<file path="src/common/scr_map.vh">
// Constants of the system clock select and clock ready interrupt block.
// Assumes it is included by bare name from design files; holds definitions only.
`ifndef SCR_MAP_VH
`define SCR_MAP_VH

// Register byte offsets on the register bus.
`define SCR_OFS_CLOCK_CONFIG 4'h0
`define SCR_OFS_CLOCK_INTERRUPT_CONTROL 4'h4

// Clock configuration register fields.
`define SCR_CFG_SELECT_LSB 0
`define SCR_CFG_STATUS_LSB 2
`define SCR_CFG_PRESCALER_LSB 4
`define SCR_CFG_SECURITY_ENABLE_BIT 8

// Reset values.
`define SCR_PRESCALER_RESET 4'h2
`define SCR_SELECT_RESET 2'h0
`define SCR_INTR_RESET 32'h00000000

// Source codes shared by the select and status fields.
`define SCR_SRC_INTERNAL_FAST 2'h0
`define SCR_SRC_EXTERNAL 2'h1
`define SCR_SRC_PLL 2'h2
`define SCR_SRC_NONE 2'h3

// Clock interrupt control register: flags.
`define SCR_INT_SLOW_READY_FLAG_BIT 0
`define SCR_INT_FAST_READY_FLAG_BIT 2
`define SCR_EXT_READY_FLAG_BIT 3
`define SCR_PLL_READY_FLAG_BIT 4
`define SCR_CLOCK_FAILURE_FLAG_BIT 7

// Clock interrupt control register: enables and clear bits.
`define SCR_READY_ENABLE_SHIFT 8
`define SCR_READY_CLEAR_SHIFT 16
`define SCR_CLOCK_FAILURE_CLEAR_BIT 23

// Ready flag positions within the low byte (slow, fast, external, pll).
`define SCR_READY_MASK 8'h1d

`endif

</file>
<file path="src/design/scr_top.v">
// Top of the system clock select and clock ready interrupt block.
// Assumes one 200 MHz clock, an Avalon-MM master and synchronous oscillator status inputs.
`timescale 1ns/10ps
`default_nettype none
`include "scr_map.vh"

// Notes on behaviour
// - Prescaler codes 1011 to 1111 give a bus clock enable every 16, 32, 64, 128 and 256 cycles.
// - Code 0000 enables every cycle, 0001 to 0111 divide by 2 to 8, and the field resets to 0010.
// - The status field in bits 3:2 mirrors the source really in use and never shows 11.
// - The select field in bits 1:0 picks fast, external or PLL, ignores 11 and resets to 0.
// - With clock security on, a return from Standby or Stop forces the fast internal source.
// - With clock security on, failure of an external system clock forces the fast internal source.
// - Writing 1 to bit 23 clears the clock failure flag and writing 0 does nothing.
// - Writing 1 to bits 20, 19, 18 and 16 clears the matching ready flag, writing 0 does nothing.
// - Bits 12, 11, 10 and 8 enable the PLL, external, fast and slow ready interrupts, reset 0.
// - With clock security on, bit 7 sets on external oscillator failure and stays set until software clears it.
// - Bit 4 sets when the PLL locks and holds until its clear bit is written.
// - Bit 3 sets when the external oscillator becomes ready and holds until cleared.
// - Bit 2 sets when the fast internal oscillator becomes ready and holds until cleared.
// - Bit 0 sets when the slow internal oscillator becomes ready and holds until cleared.
module scr_top (
    // Clock and reset.
    input wire clk,
    input wire rst,
    // Avalon-MM slave.
    input wire [3:0] avs_address,
    input wire avs_read,
    input wire avs_write,
    input wire [3:0] avs_byteenable,
    input wire [31:0] avs_writedata,
    output reg [31:0] avs_readdata,
    output reg avs_waitrequest,
    // Oscillator status, levels synchronous to clk.
    input wire pll_locked,
    input wire external_osc_ready,
    input wire internal_fast_osc_ready,
    input wire internal_slow_osc_ready,
    // Clock monitor and power events.
    input wire external_osc_fail,
    input wire wake_from_low_power,
    // Clock control outputs.
    output wire [1:0] system_clock_source_select,
    output wire bus_clk_en,
    // Clock interrupt request.
    output reg clk_irq
);

    // Bus access handshake state.
    reg ack_q;
    wire req;
    wire do_write;
    wire hit_cfg;
    wire hit_intr;

    // Configuration state.
    reg [3:0] bus_clock_prescaler_q;
    reg [3:0] bus_clock_prescaler_d;
    reg clock_security_enable_q;
    reg clock_security_enable_d;
    wire [1:0] system_clock_source_status;

    // Interrupt state.
    reg [7:0] flags_q;
    reg [7:0] flags_d;
    reg [4:0] irq_en_q;
    reg [4:0] irq_en_d;
    reg [7:0] set_ev;
    reg [7:0] clr_ev;
    reg [3:0] ready_prev_q;
    reg fail_prev_q;
    wire fail_pulse;
    wire [7:0] en_map;
    wire [31:0] cfg_word;
    wire [31:0] intr_word;

    // Merges write data into a byte lane only where its byte enable is set.
    function [7:0] scr_lane;
        input [7:0] old;
        input [7:0] neu;
        input be;
        begin
            scr_lane = be ? neu : old;
        end
    endfunction

    assign req = avs_read | avs_write;
    assign hit_cfg = (avs_address == `SCR_OFS_CLOCK_CONFIG);
    assign hit_intr = (avs_address == `SCR_OFS_CLOCK_INTERRUPT_CONTROL);
    // The write acts at the edge where the master sees waitrequest low.
    assign do_write = avs_write & ack_q;

    // One wait state: waitrequest drops for one cycle after a request is seen.
    // Registering the answer keeps every bus output straight off a flip-flop.
    always @(posedge clk or posedge rst) begin
        if (rst) begin
            ack_q <= 1'b0;
            avs_waitrequest <= 1'b1;
            avs_readdata <= 32'h00000000;
        end else begin
            if (req && !ack_q) begin
                ack_q <= 1'b1;
                avs_waitrequest <= 1'b0;
                if (avs_read && hit_cfg) begin
                    avs_readdata <= cfg_word;
                end else if (avs_read && hit_intr) begin
                    avs_readdata <= intr_word;
                end else begin
                    avs_readdata <= 32'h00000000;
                end
            end else begin
                ack_q <= 1'b0;
                avs_waitrequest <= 1'b1;
            end
        end
    end

    // Readback words; reserved bits and write-only clear bits read as zero.
    // reserved read zero
    assign cfg_word = {23'h000000, clock_security_enable_q, bus_clock_prescaler_q,
        system_clock_source_status, system_clock_source_select};
    assign intr_word = {19'h00000, irq_en_q, flags_q};

    // Configuration register writes, lane by lane.
    always @* begin
        bus_clock_prescaler_d = bus_clock_prescaler_q;
        clock_security_enable_d = clock_security_enable_q;
        if (do_write && hit_cfg && avs_byteenable[0]) begin
            bus_clock_prescaler_d = avs_writedata[`SCR_CFG_PRESCALER_LSB +: 4];
        end
        if (do_write && hit_cfg && avs_byteenable[1]) begin
            clock_security_enable_d = avs_writedata[`SCR_CFG_SECURITY_ENABLE_BIT];
        end
    end

    always @(posedge clk or posedge rst) begin
        if (rst) begin
            bus_clock_prescaler_q <= `SCR_PRESCALER_RESET;
            clock_security_enable_q <= 1'b0;
        end else begin
            bus_clock_prescaler_q <= bus_clock_prescaler_d;
            clock_security_enable_q <= clock_security_enable_d;
        end
    end

    // Divider for the bus clock enable.
    scr_prescaler #(
        .CNT_W(8)
    ) u_prescaler (
        .clk(clk),
        .rst(rst),
        .code(bus_clock_prescaler_q),
        .bus_clk_en_q(bus_clk_en)
    );

    // Source select with its status mirror and fallback.
    scr_src_switch u_src_switch (
        .clk(clk),
        .rst(rst),
        .sel_we(do_write & hit_cfg & avs_byteenable[0]),
        .sel_wdata(avs_writedata[`SCR_CFG_SELECT_LSB +: 2]),
        .security_en(clock_security_enable_q),
        .wake_pulse(wake_from_low_power),
        .ext_fail_pulse(fail_pulse),
        .ext_ready(external_osc_ready),
        .pll_ready(pll_locked),
        .sel_q(system_clock_source_select),
        .status_q(system_clock_source_status)
    );

    // Previous levels for rising-edge detection of the ready and failure inputs.
    // Inputs are synchronous, so no synchroniser sits in front of these flops.
    always @(posedge clk or posedge rst) begin
        if (rst) begin
            ready_prev_q <= 4'h0;
            fail_prev_q <= 1'b0;
        end else begin
            ready_prev_q <= {pll_locked, external_osc_ready, internal_fast_osc_ready,
                internal_slow_osc_ready};
            fail_prev_q <= external_osc_fail;
        end
    end

    // The monitor only reports failure while clock security is switched on.
    assign fail_pulse = external_osc_fail & ~fail_prev_q & clock_security_enable_q;

    // Hardware set events, placed at the flag positions.
    always @* begin
        set_ev = 8'h00;
        set_ev[`SCR_INT_SLOW_READY_FLAG_BIT] = internal_slow_osc_ready & ~ready_prev_q[0];
        set_ev[`SCR_INT_FAST_READY_FLAG_BIT] = internal_fast_osc_ready & ~ready_prev_q[1];
        set_ev[`SCR_EXT_READY_FLAG_BIT] = external_osc_ready & ~ready_prev_q[2];
        set_ev[`SCR_PLL_READY_FLAG_BIT] = pll_locked & ~ready_prev_q[3];
        set_ev[`SCR_CLOCK_FAILURE_FLAG_BIT] = fail_pulse;
    end

    // Software clear events; clear bits sit sixteen above their flags.
    always @* begin
        clr_ev = 8'h00;
        if (do_write && hit_intr && avs_byteenable[2]) begin
            clr_ev = avs_writedata[`SCR_READY_CLEAR_SHIFT +: 8] & `SCR_READY_MASK;
            clr_ev[`SCR_CLOCK_FAILURE_FLAG_BIT] = avs_writedata[`SCR_CLOCK_FAILURE_CLEAR_BIT];
        end
    end

    // Sticky flags: a set in the clearing cycle wins, so no event is lost.
    always @* begin
        flags_d = (flags_q & ~clr_ev) | set_ev;
    end

    // Interrupt enables, one per ready flag.
    // ready irq enables
    always @* begin
        irq_en_d = irq_en_q;
        if (do_write && hit_intr && avs_byteenable[1]) begin
            irq_en_d = avs_writedata[`SCR_READY_ENABLE_SHIFT +: 5] & 5'h1d;
        end
    end

    always @(posedge clk or posedge rst) begin
        if (rst) begin
            flags_q <= 8'h00;
            irq_en_q <= 5'h00;
        end else begin
            flags_q <= flags_d;
            irq_en_q <= irq_en_d;
        end
    end

    // Enables laid over the flag positions; the failure flag is never masked.
    assign en_map = {1'b1, 2'h0, irq_en_q};

    // Registered request, in step with the flags it reflects, since it is built from flags_d.
    // interrupt request
    always @(posedge clk or posedge rst) begin
        if (rst) begin
            clk_irq <= 1'b0;
        end else begin
            clk_irq <= |(flags_d & en_map);
        end
    end

endmodule // scr_top

`default_nettype wire

</file>
<file path="src/design/scr_prescaler.v">
// Bus clock prescaler: turns the four-bit divide code into a one-cycle enable.
// Assumes one clock (the system clock) and an asynchronous active-high reset.
`timescale 1ns/10ps
`default_nettype none

module scr_prescaler #(
    parameter CNT_W = 8
) (
    // Clock and reset.
    input wire clk,
    input wire rst,
    // Divide code from the configuration register.
    input wire [3:0] code,
    // Bus clock enable, one cycle in every divide period.
    output reg bus_clk_en_q
);

    // Terminal count (divide factor minus one) for every code.
    function [CNT_W-1:0] scr_div_last;
        input [3:0] c;
        begin
            case (c)
                4'h0: scr_div_last = 8'h00;
                4'h1: scr_div_last = 8'h01;
                4'h2: scr_div_last = 8'h02;
                4'h3: scr_div_last = 8'h03;
                4'h4: scr_div_last = 8'h04;
                4'h5: scr_div_last = 8'h05;
                4'h6: scr_div_last = 8'h06;
                4'h7: scr_div_last = 8'h07;
                4'h8: scr_div_last = 8'h01;
                4'h9: scr_div_last = 8'h03;
                4'ha: scr_div_last = 8'h03;
                4'hb: scr_div_last = 8'h0f;
                4'hc: scr_div_last = 8'h1f;
                4'hd: scr_div_last = 8'h3f;
                4'he: scr_div_last = 8'h7f;
                default: scr_div_last = 8'hff;
            endcase
        end
    endfunction

    reg [CNT_W-1:0] cnt_q;
    wire [CNT_W-1:0] last;
    wire at_last;

    assign last = scr_div_last(code);
    // A code change that lowers the factor below the count wraps at once.
    assign at_last = (cnt_q >= last);

    always @(posedge clk or posedge rst) begin
        if (rst) begin
            cnt_q <= {CNT_W{1'b0}};
            bus_clk_en_q <= 1'b0;
        end else begin
            bus_clk_en_q <= at_last;
            if (at_last) begin
                cnt_q <= {CNT_W{1'b0}};
            end else begin
                cnt_q <= cnt_q + {{(CNT_W-1){1'b0}}, 1'b1};
            end
        end
    end

endmodule // scr_prescaler

`default_nettype wire

</file>
<file path="src/design/scr_src_switch.v">
// System clock source select register, its status mirror and the forced fallback.
// Assumes ready levels synchronous to clk and one-cycle wake and failure pulses.
`timescale 1ns/10ps
`default_nettype none
`include "scr_map.vh"

module scr_src_switch (
    // Clock and reset.
    input wire clk,
    input wire rst,
    // Software write of the select field.
    input wire sel_we,
    input wire [1:0] sel_wdata,
    // Fallback causes.
    input wire security_en,
    input wire wake_pulse,
    input wire ext_fail_pulse,
    // Source readiness.
    input wire ext_ready,
    input wire pll_ready,
    // Select register and source actually in use.
    output reg [1:0] sel_q,
    output reg [1:0] status_q
);

    wire force_fast;
    wire target_ready;

    assign force_fast = security_en &
        (wake_pulse | (ext_fail_pulse & (status_q == `SCR_SRC_EXTERNAL)));

    // A request for a source that is not running yet stays pending.
    assign target_ready = (sel_q == `SCR_SRC_INTERNAL_FAST) |
        ((sel_q == `SCR_SRC_EXTERNAL) & ext_ready) |
        ((sel_q == `SCR_SRC_PLL) & pll_ready);

    // Forced fallback beats a software write in the same cycle.
    // select field
    always @(posedge clk or posedge rst) begin
        if (rst) begin
            sel_q <= `SCR_SELECT_RESET;
            status_q <= `SCR_SRC_INTERNAL_FAST;
        end else if (force_fast) begin
            sel_q <= `SCR_SRC_INTERNAL_FAST;
            status_q <= `SCR_SRC_INTERNAL_FAST;
        end else begin
            if (sel_we && (sel_wdata != `SCR_SRC_NONE)) begin
                sel_q <= sel_wdata;
            end
            if (target_ready) begin
                status_q <= sel_q;
            end
        end
    end

endmodule // scr_src_switch

`default_nettype wire

</file>
<file path="config.mk">
export PLATFORM = sky130hd
export DESIGN_NAME = scr_top
export DESIGN_NICKNAME = d
export VERILOG_FILES = /design/src/design/scr_top.v /design/src/design/scr_prescaler.v /design/src/design/scr_src_switch.v
export VERILOG_INCLUDE_DIRS = /design/src /design/src/common
export SDC_FILE = /design/constraint.sdc
export NUM_CORES = 1
export LEC_CHECK = 0
export BUFFER_PORTS_ARGS = -buffer_cell sky130_fd_sc_hd__buf_2
export CELL_PAD_IN_SITES_DETAIL_PLACEMENT = 1
export CELL_PAD_IN_SITES_GLOBAL_PLACEMENT = 1
export CORE_MARGIN = 3
export CORE_UTILIZATION = 38
export CTS_BUF_LIST = sky130_fd_sc_hd__clkbuf_2 sky130_fd_sc_hd__clkbuf_4 sky130_fd_sc_hd__clkbuf_8
export DETAILED_ROUTE_END_ITERATION = 12
export MAX_ROUTING_LAYER = met4
export PLACE_DENSITY = 0.9
export RECOVER_POWER = 100
export SLEW_MARGIN = 15
export SYNTH_ARGS = -nofsm -noshare
export SYNTH_HDL_FRONTEND = slang
export SYNTH_SLANG_ARGS = --single-unit
</file>
<file path="constraint.sdc">
create_clock -name clk -period 3.1 [get_ports clk]
set_clock_uncertainty 0.15 [all_clocks]
set_input_delay 0.62 -clock clk [delete_from_list [all_inputs] [get_ports clk]]
set_output_delay 0.62 -clock clk [all_outputs]
set_load 0.005 [all_outputs]
</file>
=== Word level (Yosys, flattened, before mapping) ===
Memory sizes are Yosys's and may differ from the RTL's.
Index checks and enable logic that the tools add are counted.

* Bits in registers: 70
* Memory bits (read-only): 128
* Bits of input ports: 50
* Output and inout port bits: 37
* Logic and storage cells: 74
* Memories kept: 1

* $add $sub $neg: 1
* $lt $le $gt $ge: 1
* Eq/ne operators: 5
* Multiplexer cells: 10
* Bitwise logic cells: 26
* Reductions and logical operators: 16

{| class="wikitable"
|+ Memories
! memory !! depth !! bits a word !! rd ports !! clocked after memory_dff !! wr ports !! RTL line !! RTL
|-
| (name not given) || 16 || 8 || 1 || 0 || 0 || scr_prescaler.v:22 || <nowiki>case (c)</nowiki>
|}

{| class="wikitable"
|+ Operators by type and width
! kind !! number
|-
| $mux W13 || 2
|-
| $and A8 B8 Y8 || 2
|-
| $mux W8 || 2
|-
| $and A1 B1 Y1 || 13
|-
| $logic_and A1 B1 Y1 || 10
|-
| $add A8 B1 Y8 const B || 1
|-
| $ge A8 B8 Y1 || 1
|-
| $mux W2 || 4
|-
| $not A8 Y8 || 1
|-
| $or A8 B8 Y8 || 1
|-
| $reduce_or A8 Y1 || 1
|-
| $not A1 Y1 || 5
|-
| $eq A2 B1 Y1 const B || 2
|-
| $eq A4 B3 Y1 const B || 1
|-
| $logic_not A4 Y1 || 1
|-
| $or A1 B1 Y1 || 4
|-
| $reduce_bool A2 Y1 || 2
|-
| $eq A2 B2 Y1 const B || 1
|-
| $logic_not A2 Y1 || 1
|-
| $mux W1 || 2
|-
| $ne A2 B2 Y1 const B || 1
|-
| $logic_not A1 Y1 || 1
|}

=== Longest topological paths before layout ===
* Word-level depth: 9
* Mapped depth: 8
* Mapped depth without buffers: 7

=== By module ===
A second synthesis with hierarchy kept.

* Cells, all modules: 233
* Area, all modules: 2463.6 sq um

{| class="wikitable"
|+ By module, submodules not included
! module !! times used !! cells an instance !! area an instance (sq um)
|-
| scr_top || 1 || 144 || 1570.3
|-
| scr_prescaler || 1 || 68 || 676.9
|-
| scr_src_switch || 1 || 21 || 216.5
|}

=== Worst setup path after synthesis ===
No wires, ideal clock.

* Kind: reg2reg
* Start point: register bus_clock_prescaler_q[3]
* End point: register u_prescaler.cnt_q[2]
* Setup time: 0.072 ns
* Arrival time: 2.025 ns
* Required time: 2.878 ns
* Slack: 0.853 ns
* Stages on the path, launching flop included: 9
* Buffers on the path: 1
* Clock period less this slack: 2.247 ns
* Cell sequence: dfrtp_1 -> clkbuf_1 -> or2_2 -> ha_1 -> nand2b_1 -> a21o_1 -> a2111oi_2 -> o31ai_2 -> nor2_1

* Longest elaborated chain between the ends: 3

{| class="wikitable"
|+ RTL lines
! element !! RTL line !! RTL
|-
| start: declaration || scr_top.v:57 || <nowiki>reg [3:0] bus_clock_prescaler_q;</nowiki>
|-
| start signal: assignment || scr_top.v:138 || <nowiki>bus_clock_prescaler_q <= `SCR_PRESCALER_RESET;</nowiki>
|-
| start signal: assignment || scr_top.v:141 || <nowiki>bus_clock_prescaler_q <= bus_clock_prescaler_d;</nowiki>
|-
| $mem_v2 Z16 W8 || n/a ||
|-
| $ge A8 B8 Y1 || scr_prescaler.v:49 || <nowiki>assign at_last = (cnt_q >= last);</nowiki>
|-
| via u_prescaler.at_last || scr_prescaler.v:45 || <nowiki>wire at_last;</nowiki>
|-
| $mux W8 || scr_prescaler.v:57 || <nowiki>if (at_last) begin</nowiki>
|-
| end signal: assignment || scr_prescaler.v:53 || <nowiki>cnt_q <= {CNT_W{1'b0}};</nowiki>
|-
| end signal: assignment || scr_prescaler.v:58 || <nowiki>cnt_q <= {CNT_W{1'b0}};</nowiki>
|-
| end signal: assignment || scr_prescaler.v:60 || <nowiki>cnt_q <= cnt_q + {{(CNT_W-1){1'b0}}, 1'b1};</nowiki>
|-
| end: declaration || scr_prescaler.v:43 || <nowiki>reg [CNT_W-1:0] cnt_q;</nowiki>
|}

The timed path passes the listed nets, and every way through them passes these cells.
A chain may end at the register's enable or synchronous reset.

=== Worst setup path after layout ===
* Start point: register bus_clock_prescaler_q[3]
* End point: register u_prescaler.cnt_q[3]

The elaborated chain is that of the path after synthesis.

==> results.md <==
- Critical path required time: 3.17 ns
- Setup violations, final: 0
- DR pass1 iterations: 4
- Flop2flop setup slack: 0.57 ns
- Detailed placement HPWL: 4630 um
- Max Fanout on Critical Path: 10
- Net count, final: 323
- Outcome: finished clean
- DR vias: 1700
- Register area share after synthesis: 50.8%
- Area Overhead vs Synth: 12.2%
- Internal power consumption: 0.970 mW
- Sw frac: 28.7%
- Via density: 5.04
- Share of layout cells above drive strength 1: 22.3%
- Buffers on Ports: 48
- Post_cts resized: 0
- Commonest cells after routing, fill and taps aside: dfrtp_1, buf_2, conb_1
- Yosys cell types: 44
- Syn. warnings: 0
- Util after Layout: 45.6%
- Seq pwr share: 54.6%
- Die area: 7070 um^2
- Fin crit share: 81.5%
- Total GRT Usage: 16.8%
- H-tree Lvls: 2
- Reg-to-reg endpoint: u_prescaler.cnt_q[3]
- Pin count of the biggest net entering global routing: 22
- Max Root-Sink Buffers: 2
- Post-synth top area share: 48.6%
- Cell taking the most area after synthesis: dfrtp_1
- FF-to-FF Start: bus_clock_prescaler_q[3]
- Hold-fix buffers at CTS: 0
- Sum Neg Setup Slack: 0 ns
- # fillers: 673
- Comb power frac: 16.9%
- Clk sink count: 47
- Worst slew margin: 33.9%
- FFs w/ async S/R, synth: 100%
- Total gr overflow: 0
- WS Path Type: flip-flop to flip-flop
- Detail Route Antenna Nets: 0
- First-pass GRT wire length: 9270 um
- P_leak: 1.27 nW
- Drt initial violations: 67
- Vias in the first global route: 1828
- Mapped Area: 2320 um^2
- CTS tree: yes
- Post-CTS Repair Setup Buffers: 0
- Yosys reg bits: 47
- Arrival @ worst endpoint: 2.60 ns
- Clk pwr share: 28.6%
- Core footprint: 5710 um^2
- Most common cell after layout, fill and taps aside: dfrtp_1
- Max Cap Viol: 0
- GPL Wtd Cong: 0.849
- Final Max Slew Viols: 0
- CTS buffer count: 5
- Final Hold Viols: 0
- Max VDD drop: 0.259 mV
- Critical Path Source Type: flip-flop
- EDFF count, synth: 0
- Die width: 84.1 um
- Std-Cell Rows: 27
- Worst R2R Path Depth: 7
- Initial antenna violation count: 0
- Synthesized instance count: 214
- PD cells: 523 nW/um^2
- CTS clk-pin slew, worst paths: 0.08 ns
- DRT Wirelength: 5620 um
- Clock latency at the later pin of the worst-skew pair: 0.30 ns
- Initial Util: 40.6%
- Hold Crit Class: input pin to asynchronous set/reset pin
- Remaining DRCs: 0
- Syn avg cell area: 10.8 um^2
- Primary FF master, synth: dfrtp_1
- Die Y: 84.1 um
- Wire per inst: 16.7 um
- Root Driver: clkbuf_8
- Num ports: 87
- P_sw: 0.390 mW
- Area contributors post-synth: dfrtp_1, buf_4, ha_1, mux2_2, nand3_1
- Actual slew at the worst max-slew pin: 0.977 ns
- Achievable frequency: 0.396 GHz
- Minimum clock period: 2.53 ns
- RSZ-0062 raised after global routing: no
- Crit path capture type: flip-flop
- Diode count: 0
state kept, by name (all words and copies together), names as in the netlist:
register,cells
clk_irq,1
ack_q,1
fail_prev_q,1
flags_q,5
u_prescaler.cnt_q,8
u_src_switch.status_q,2
ready_prev_q,4
avs_waitrequest,1
u_prescaler.bus_clk_en_q,1
clock_security_enable_q,1
avs_readdata,12
bus_clock_prescaler_q,4
u_src_switch.sel_q,2
irq_en_q,4
metal layers:
layer | track usage (%) | vias up | share of wire, % | wire length [um]
met1 | 20.6 | 828 | 42 | 2360
met5 | - | - | 0 | 0
met4 | 4.82 | 0 | 1.4 | 76
li1 | - | 804 | - | -
met2 | 28.5 | 62 | 51 | 2870
met3 | 3.06 | 6 | 5.6 | 315
layout make-up:
class / instances / area (um^2) / share of cell area (%)
Inverter: 7 / 26.3 / 1.01
Multi-Input combinational cell: 152 / 971 / 37.3
Clock inverter: 1 / 8.76 / 0.337
Tap cell: 72 / 90.1 / 3.46
Clock buffer: 7 / 90.1 / 3.46
Sequential cell: 47 / 1180 / 45.3
Timing Repair Buffer: 51 / 236 / 9.09
how the worst max path moves through the flow:
stage                             start                    to  slack [ns]
5_1_grt        bus_clock_prescaler_q[3]  u_prescaler.cnt_q[3]        0.41
2_1_floorplan  bus_clock_prescaler_q[3]  u_prescaler.cnt_q[2]        0.85
6_report       bus_clock_prescaler_q[3]  u_prescaler.cnt_q[3]        0.57
3_3_place_gp   bus_clock_prescaler_q[3]  u_prescaler.cnt_q[7]        0.77
4_1_cts        bus_clock_prescaler_q[3]  u_prescaler.cnt_q[3]        0.71
3_5_place_dp   bus_clock_prescaler_q[3]  u_prescaler.cnt_q[5]        0.72
synth_stat cells, types with 2 or more instances:
library cell,instances
nor3_1,3
o21a_1,2
a21oi_1,3
nand4_1,3
o21ai_0,10
xor2_1,5
ha_1,9
inv_1,7
a21boi_0,2
and2_1,2
nor2_1,15
nand2_1,16
dfstp_2,2
nor2b_1,2
nand3_1,12
a21o_1,4
a22o_1,5
mux2_2,9
and3_1,3
a22oi_1,6
buf_4,20
clkbuf_1,5
dfrtp_1,45
buf_2,2
or2_2,3
critical path, cell delays in order, from the launching register on:
cell       delay (ns)
dfrtp_1          0.50
or2_2            0.34
ha_1             0.26
nand2b_1         0.14
a21o_1           0.17
a2111oi_0        0.52
o31ai_2          0.23
nor2_1           0.15
kinds of logic (layout without fill, tap and decap cells):
logic type               after synthesis  in the layout  synth area share (%)
adder cells (fa/ha/maj)                9              9                  4.86
flip-flops                            47             47                  50.8
buffers and inverters                 34             66                  8.85
multiplexers                           9              9                  4.37
XOR/XNOR                               6              6                  2.27
AO/OA/AOI/OAI                         39             39                  12.4
AND/OR/NAND/NOR                       69             69                  16.3
other                                  1             20                 0.162
power by group through the flow:
stage / clock [mW] / combinational (mW) / sequential [mW]
2_1_floorplan: 0 / 0.198 / 0.726
3_3_place_gp: 0 / 0.244 / 0.748
3_5_place_dp: 0 / 0.254 / 0.753
4_1_cts: 0.402 / 0.256 / 0.742
5_1_grt: 0.428 / 0.265 / 0.753
6_report: 0.389 / 0.229 / 0.742
metrics by stage:
step	cell area, um^2	setup WS [ns]	cells	power, mW	hold slack, ns
2_1_floorplan	2390	0.853	233	0.924	0.313
6_report	2600	0.574	337	1.36	0.187
3_3_place_gp	2560	0.765	329	0.991	0.304
5_1_grt	2600	0.407	337	1.45	0.234
3_5_place_dp	2560	0.717	329	1.01	0.313
4_1_cts	2660	0.705	337	1.40	0.206
Power figures use the tool's default switching activity.
